### src/rtl/smi_status_map.svh
// register indices, reset values and bit masks of the smi status bank
`ifndef SMI_STATUS_MAP_SVH
`define SMI_STATUS_MAP_SVH

// register indices; byte address is four times the index
`define SMI_IDX_STATUS_ONE    8'h10
`define SMI_IDX_STATUS_TWO    8'h11
`define SMI_IDX_STATUS_THREE  8'h12
`define SMI_IDX_STATUS_FOUR   8'h13
`define SMI_IDX_STATUS_FIVE   8'h14
`define SMI_IDX_STATUS_SIX    8'h15
`define SMI_IDX_ENABLE_ONE    8'h16
`define SMI_IDX_ENABLE_SIX    8'h1B

// counts and widths
`define SMI_NUM_STATUS        6
`define SMI_NUM_REGS          12
`define SMI_SRC_BITS          48
`define SMI_SLOT_NONE         4'hF

// reset values
`define SMI_RST_STATUS_ONE    8'h02
`define SMI_RST_STATUS        8'h00
`define SMI_RST_ENABLE        8'h00

// bits that follow their source level
`define SMI_LIVE_ONE          8'h9E
`define SMI_LIVE_TWO          8'h03
// write-one-to-clear bits
`define SMI_W1C_TWO           8'h1C
`define SMI_W1C_ALL           8'hFF
// parallel-port fields inside the first status byte
`define SMI_PP_IRQ_BIT        1
`define SMI_PP_ACT_BIT        0
// writable enable bits
`define SMI_EN_ONE_MASK       8'h9E
`define SMI_EN_TWO_MASK       8'hDF
`define SMI_EN_ALL_MASK       8'hFF
// enable-two: bits that gate sources, and the output enable bit
`define SMI_EN_TWO_SRC        8'h1F
`define SMI_EN_PIN_BIT        7

`endif

### src/rtl/smi_status_pkg.sv
// types of the smi status bank
`include "smi_status_map.svh"
package smi_status_pkg;

    typedef logic [`SMI_NUM_STATUS-1:0][7:0] byte_bank_t;

    typedef struct packed {
        logic [`SMI_SRC_BITS-1:0] sync1;
        logic [`SMI_SRC_BITS-1:0] sync2;
        byte_bank_t               sts;
        byte_bank_t               en;
        logic [31:0]              rdata;
        logic                     irq;
    } state_t;

endpackage

### src/rtl/smi_status_bank.sv
// smi status bank with apb register port and combined smi output
//
// What this block does
// - the first status register resets to 0x02 with the parallel-port bit set.
// - first status bits 1,2,3,4,7 show parallel, midi, serial, floppy, watchdog live; 0,5,6 reserved.
// - while the parallel port is not activated its status bit reads one.
// - while the parallel port is activated its status bit follows the acknowledge input.
// - second status bits 0 and 1 show mouse and keyboard live; bits 5 to 7 reserved.
// - second status bits 2,3,4 (smbus, ring, port output) reset to zero and clear on a one write.
// - clearing a sticky bit does not clear its source, so a still active source sets it again.
// - third status register resets to zero and maps pins 20-22, 60, 24-27 to bits 0-7.
// - every bit of status three to six clears on a written one and ignores a written zero.
// - fourth status maps pins 30-33, 41, fan_tachometer_event, 43, 61 to bits 0-7.
// - fifth status maps pins 50-57 to bits 0-7.
// - sixth status maps pins 10-17 to bits 0-7.
// - a status bit reaches the smi output only when its enable bit is one, yet always records.
//
// The APB slave port was decided locally.
`timescale 1ns/1ps
module smi_status_bank (
    // clock and reset
    input  wire logic        pclk,
    input  wire logic        presetn,
    // apb slave
    input  wire logic        psel,
    input  wire logic        penable,
    input  wire logic        pwrite,
    input  wire logic [11:0] paddr,
    input  wire logic [31:0] pwdata,
    output logic      [31:0] prdata,
    output logic             pready,
    output logic             pslverr,
    // first status sources
    input  wire logic        pp_activate,
    input  wire logic        pp_ack_n,
    input  wire logic        midi_uart_irq,
    input  wire logic        serial_uart_irq,
    input  wire logic        floppy_irq,
    input  wire logic        watchdog_irq,
    // second status sources
    input  wire logic        mouse_irq,
    input  wire logic        keyboard_irq,
    input  wire logic        smbus_event,
    input  wire logic        ring_indicate_event,
    input  wire logic        kbd_port_output_event,
    // general pins and fan
    input  wire logic [7:0]  general_pin_group_one,
    input  wire logic [7:0]  general_pin_group_two,
    input  wire logic [3:0]  general_pin_group_three,
    input  wire logic        general_pin_forty_one,
    input  wire logic        general_pin_forty_three,
    input  wire logic [7:0]  general_pin_group_five,
    input  wire logic        general_pin_sixty,
    input  wire logic        general_pin_sixty_one,
    input  wire logic        fan_tachometer_event,
    // combined interrupt, active high
    output logic             combined_smi_output
);

    // ----------------------------------------------------------------
    // address decode
    // ----------------------------------------------------------------
    function automatic logic [3:0] reg_slot(input logic [11:0] addr);
        logic [7:0] idx;
        idx = addr[9:2];
        if (addr[1:0] != 2'h0 || addr[11:10] != 2'h0 ||
            idx < `SMI_IDX_STATUS_ONE || idx > `SMI_IDX_ENABLE_SIX) begin
            return `SMI_SLOT_NONE;
        end
        return 4'(idx - `SMI_IDX_STATUS_ONE);
    endfunction

    function automatic logic [7:0] en_mask(input int unsigned n);
        if (n == 0) begin
            return `SMI_EN_ONE_MASK;
        end
        if (n == 1) begin
            return `SMI_EN_TWO_MASK;
        end
        return `SMI_EN_ALL_MASK;
    endfunction

    smi_status_pkg::state_t q;
    smi_status_pkg::state_t d;

    logic [`SMI_SRC_BITS-1:0] raw;
    logic [3:0]               slot;
    logic                     wr_acc;
    logic                     rd_setup;
    logic [7:0]               pend;

    assign slot     = reg_slot(paddr);
    assign wr_acc   = psel && penable && pwrite && (slot != `SMI_SLOT_NONE);
    assign rd_setup = psel && !penable && !pwrite;

    // ----------------------------------------------------------------
    // source layout, one byte per status register
    // ----------------------------------------------------------------
    assign raw = {
        general_pin_group_one,
        general_pin_group_five,
        general_pin_sixty_one,
        general_pin_forty_three,
        fan_tachometer_event,
        general_pin_forty_one,
        general_pin_group_three,
        general_pin_group_two[7:4],
        general_pin_sixty,
        general_pin_group_two[2:0],
        3'h0,
        kbd_port_output_event,
        ring_indicate_event,
        smbus_event,
        keyboard_irq,
        mouse_irq,
        watchdog_irq,
        2'h0,
        floppy_irq,
        serial_uart_irq,
        midi_uart_irq,
        pp_ack_n,
        pp_activate
    };

    // ----------------------------------------------------------------
    // next state
    // ----------------------------------------------------------------
    always_comb begin
        logic [`SMI_NUM_STATUS-1:0][7:0] src;
        logic [7:0] clr;
        logic [7:0] w1c;
        logic [7:0] live;
        d    = q;
        src  = q.sync2;
        clr  = 8'h00;
        w1c  = 8'h00;
        live = 8'h00;
        pend = 8'h00;
        d.sync1 = raw;
        d.sync2 = q.sync1;
        for (int unsigned i = 0; i < `SMI_NUM_STATUS; i++) begin
            unique case (i)
                0: begin
                    live = `SMI_LIVE_ONE;
                    w1c  = 8'h00;
                end
                1: begin
                    live = `SMI_LIVE_TWO;
                    w1c  = `SMI_W1C_TWO;
                end
                default: begin
                    live = 8'h00;
                    w1c  = `SMI_W1C_ALL;
                end
            endcase
            clr = (wr_acc && slot == 4'(i)) ? pwdata[7:0] : 8'h00;
            d.sts[i] = (src[i] & live) |
                       (((q.sts[i] & ~clr) | src[i]) & w1c);
        end
        d.sts[0][`SMI_PP_IRQ_BIT] = q.sync2[`SMI_PP_ACT_BIT] ?
                                    q.sync2[`SMI_PP_IRQ_BIT] : 1'b1;
        for (int unsigned i = 0; i < `SMI_NUM_STATUS; i++) begin
            if (wr_acc && slot == 4'(i + `SMI_NUM_STATUS)) begin
                d.en[i] = pwdata[7:0] & en_mask(i);
            end
        end
        for (int unsigned i = 0; i < `SMI_NUM_STATUS; i++) begin
            pend = pend | (q.sts[i] & q.en[i] &
                   ((i == 1) ? `SMI_EN_TWO_SRC : en_mask(i)));
        end
        d.irq = q.en[1][`SMI_EN_PIN_BIT] && (pend != 8'h00);
        if (rd_setup) begin
            d.rdata = 32'h0000_0000;
            if (slot < 4'(`SMI_NUM_STATUS)) begin
                d.rdata[7:0] = q.sts[slot[2:0]];
            end else if (slot < 4'(`SMI_NUM_REGS)) begin
                d.rdata[7:0] = q.en[3'(slot - 4'(`SMI_NUM_STATUS))];
            end
        end
    end

    // ----------------------------------------------------------------
    // state register
    // ----------------------------------------------------------------
    always_ff @(posedge pclk or negedge presetn) begin
        if (!presetn) begin
            q       <= '0;
            q.sts[0] <= `SMI_RST_STATUS_ONE;
            q.sts[1] <= `SMI_RST_STATUS;
            q.en    <= {`SMI_NUM_STATUS{`SMI_RST_ENABLE}};
        end else begin
            q <= d;
        end
    end

    // ----------------------------------------------------------------
    // bus response and interrupt output
    // ----------------------------------------------------------------
    assign prdata              = q.rdata;
    assign pready              = 1'b1;
    assign pslverr             = psel && penable &&
                                 (slot == `SMI_SLOT_NONE);
    assign combined_smi_output = q.irq;
endmodule // smi_status_bank

### config.mk
export PLATFORM = sky130hd
export DESIGN_NAME = smi_status_bank
export DESIGN_NICKNAME = d
export VERILOG_FILES = /design/src/rtl/smi_status_pkg.sv /design/src/rtl/smi_status_bank.sv
export VERILOG_INCLUDE_DIRS = /design/src /design/src/rtl
export SDC_FILE = /design/constraint.sdc
export NUM_CORES = 1
export LEC_CHECK = 0
export BUFFER_PORTS_ARGS = -buffer_cell sky130_fd_sc_hd__buf_2
export CAP_MARGIN = 20
export CORE_ASPECT_RATIO = 0.5
export CORE_UTILIZATION = 40
export CTS_BUF_LIST = sky130_fd_sc_hd__clkbuf_4 sky130_fd_sc_hd__clkbuf_8
export DETAILED_ROUTE_END_ITERATION = 8
export PLACE_DENSITY_LB_ADDON = 0.25
export SETUP_SLACK_MARGIN = 0.15
export SLEW_MARGIN = 10
export SYNTH_ARGS = -nofsm -noshare
export SYNTH_HDL_FRONTEND = slang
export SYNTH_SLANG_ARGS = --single-unit
### constraint.sdc
create_clock -name pclk -period 1.6 [get_ports pclk]
set_input_delay 0.16 -clock pclk [delete_from_list [all_inputs] [get_ports pclk]]
set_output_delay 0.16 -clock pclk [all_outputs]
set_load 0.02 [all_outputs]
==> impl_results.md <==
* Initial antenna violation count at 0
* Combinational share of power at just over 8%
* CTS buffer count at 17
* Starting density of the core at approximately two fifths
* Die area at 18990 sq um
* Setup_tns at -69.89 ps
* Finish-stage setup viols at 1
* Switching Share at 27.25%
* Clock power share at a little under two fifths
* Relative slew margins at roughly 66%
* Fin. Hold Viols at 0
* Data required, critical path at around 2000 ps
* Global Route Usage Sum at roughly a quarter
* WL final at 20.56 mm
* Max Cap Viol at 0
* Crit-path max cell delay at roughly 440 ps
* GRT overflow at 0
* Util after Layout at 56.14%
* Critical-path maximum fanout at 3
* Final WS setup at -69.89 ps
* Clock slew at reported path FFs at around 120 ps
* VDD IR max at 0.6271 mV
* HPWL Detailed at around 15 mm
* Worst path top cell family by delay: compound AO/OA/AOI/OAI gates
* Synth unique cells at 58
* Fin cells at 1007
* H-tree depth at 4
* Synth warnings at 0
* Post-Synth XOR/XNOR Area at 0%
* Main combinational cell family by area after synthesis: compound AO/OA/AOI/OAI gates
* Min-delay src: pwdata[5]
* Area of the core at around 18000 sq um
* FFs w/ async S/R, synth at 100.0%
* Antenna Cells at 0
* Mux share of post-synthesis cell area at 11.36%
* Iter 0 DRT Violations at roughly 430
* Layout Skew at around 24 ps
* Minimum clock period at around 1700 ps
* Post-route antenna net violation count at 0
* Actual slew at the worst max-slew pin at just over 500 ps
* Flops & latches, synth at approximately 180
* Cell at the slowest stage of the critical path: dfrtp_1
* Synth Cell Area at approximately 7400 sq um
* Smallest hold slack at roughly 64 ps
* Root buf cell: clkbuf_8
* R2r setup slk at -70 ps
* Fin nets at 853
* Critical Path Sink Type: flip-flop
* Post-Synthesis Cells at 542
* Critical-path cell list: a22o_1 -> a221oi_1 -> nand4_1 -> o31a_1
* Port Buffers at 77
* Failing checks: negative setup slack
* Longest Clk Path Bufs at 2
* Pint at approximately 6.4 mW
* Source of the worst register-to-register timing path: q[74]
* Post-synth EDFFs at 0
* DIE WIDTH at 193.9 um
* Average size of a mapped cell at about 14 sq um
* Part of the power in registers at between 50% and 60%
* FF/Latch Area at between 4000 and 5000 sq um
* Pwr Density at 881.1 nW/um^2
* Switching pwr at roughly 2.4 mW
* Synth Area in Simple Gates at under 10%
* Routed vias at ~5300
* Footprint of the multi-input gates at about 2800 sq um
* Crit path from: q[74]
* CP bufs+invs at 0
* Static leakage at 4.452 nW
* Clk_lat worst skew at approximately 480 ps
* RD Place Congestion at roughly 0.94
* Hold Path Class: primary input to flip-flop
* Post-synthesis sequential area ratio at between 60% and 70%
* Area grow syn2layout at 34.87%
* Io pins at approximately 130
* # rows at 34
* Share of cells above drive strength 1 at about two fifths
* Dpl cells at between 900 and 1000
* Crit path launch type: flip-flop
* CP Class: flip-flop to flip-flop
* Max Freq at 598.8 MHz
* DR vias/cell at about 5.2
* Period Utilization, post-route at 104.4%
* Die Y at a little under 100 um
* Crit path DAT at around 2000 ps
* Drt wl/cell at about 20 um
* CTS Sinks at between 150 and 200
* Status: complete, but fails checks
* Vias in the first global route at about 5400
* Fill count at 1462
* Post-synth top flop: dfrtp_1
* First-pass GRT wire length at 32.53 mm
* DRC errors left at 0
* Drt first pass iters at 5
* Compound-cell area share of the yosys netlist at a little under an eighth
* Post-Synth Adder-Cell Area at 0%
* Fin. max-slew vios at 0
* Largest net degree at the start of global routing at between 50 and 60
* RSZ-0062 raised after global routing: yes
* CTS tree: done
Yosys cell counts, types with 4 or more instances:
cell type / number / area [sq um]
a211oi_1: 4 / 30.03
a21o_1: 35 / 262.8
a221oi_1: 11 / 96.34
a22o_1: 11 / 96.34
a22oi_1: 9 / 67.56
buf_1: 4 / 15.01
buf_2: 8 / 40.04
buf_4: 34 / 255.2
clkbuf_1: 15 / 56.30
dfrtp_1: 180 / 4504
inv_1: 4 / 15.01
mux2_2: 41 / 461.7
mux2_4: 8 / 120.1
mux2i_1: 21 / 210.2
nand2_1: 10 / 37.54
nand2b_1: 8 / 50.05
nand3_1: 38 / 190.2
nand4_1: 8 / 50.05
nor2_1: 10 / 37.54
nor4_4: 4 / 85.08
o211ai_1: 7 / 52.55
o21ai_0: 12 / 60.06
worst min-delay path, stage by stage:
cell,delay (ps)
buf_2,170
nand3_2,90
a21o_1,90
layer usage:
| metal | vias up | track usage (%) | wire, um |
|---|---|---|---|
| li1 | 2381 | - | - |
| met1 | 2685 | 35.16 | 10210 |
| met2 | 193 | 33.10 | 8807 |
| met3 | 21 | 5.147 | 1237 |
| met4 | 0 | 7.692 | 304 |
| met5 | - | 0 | 0 |
state kept, by name, indices dropped and copies added, names as in the netlist:
signal and cells:
d 47, q 125, combined_smi_output 1, prdata 8
layout by cell type, fill, tap and decap left out, drive strengths merged, types with 5 or more instances in the layout:
cell type	synthesis	final
buf	48	195
dfrtp	180	180
mux2	49	49
dlygate4sd3	0	44
nand3	39	39
a21o	35	35
conb	2	25
mux2i	21	21
clkbuf	15	18
o21ai	12	12
inv	4	12
a22o	11	11
nor2	11	11
a221oi	11	11
nand2	10	10
nand4	10	10
a22oi	9	9
nand2b	8	8
o211ai	7	7
nor4	5	5
timing repair:
| item | 4_1_cts | 5_1_grt |
|---|---|---|
| pin swaps | 7 | 11 |
| setup endpoints to repair | 27 | 52 |
| buffers inserted | 9 | 4 |
| resized for setup | 28 | 21 |
| hold buffers | 44 | 0 |
| endpoints found under the hold margin | 223 | 0 |
through the flow:
stage / setup WS, ps / power [mW] / area (sq um)
2_1_floorplan: -187.8 / 5.109 / 7610
3_3_place_gp: -402.0 / 5.438 / 8762
3_5_place_dp: -412.7 / 5.444 / 8762
4_1_cts: -18.06 / 8.831 / 9817
5_1_grt: -73.37 / 9.147 / 9935
6_report: -69.89 / 8.754 / 9935
area by class of cell:
class	count	share of cell area, %
well taps	234	2.947
multi-input cells	317	27.77
clock buffers	18	2.431
flip-flops and latches	181	45.60
clock inverters	14	1.814
inverters	4	0.1511
repair buffers	239	19.28
path summary, 6_finish.rpt:
check	cells after the start	end
hold reg to reg	0	q[146]
min in group asynchronous	2	q[146]
setup reg to reg	4	combined_smi_output
hold / removal	3	q[102]
max in group asynchronous	3	q[82]
setup / recovery	4	combined_smi_output
power by group through the flow:
stage               combinational [mW]  clock (mW)  sequential [mW]
finish                           0.714        3.29             4.75
global route                     0.775        3.61             4.76
CTS                              0.709        3.37             4.75
detailed placement               0.605           0             4.84
global placement                 0.602           0             4.84
floorplan                        0.295           0             4.81
cell families after synthesis:
family | after synthesis
DFF | 181
and+or+nand+nor | 106
AOI/OAI and AO/OA | 114
buffers and inverters | 67
muxes | 72
other | 2
Note: power is estimated with default switching activity, not from simulation.
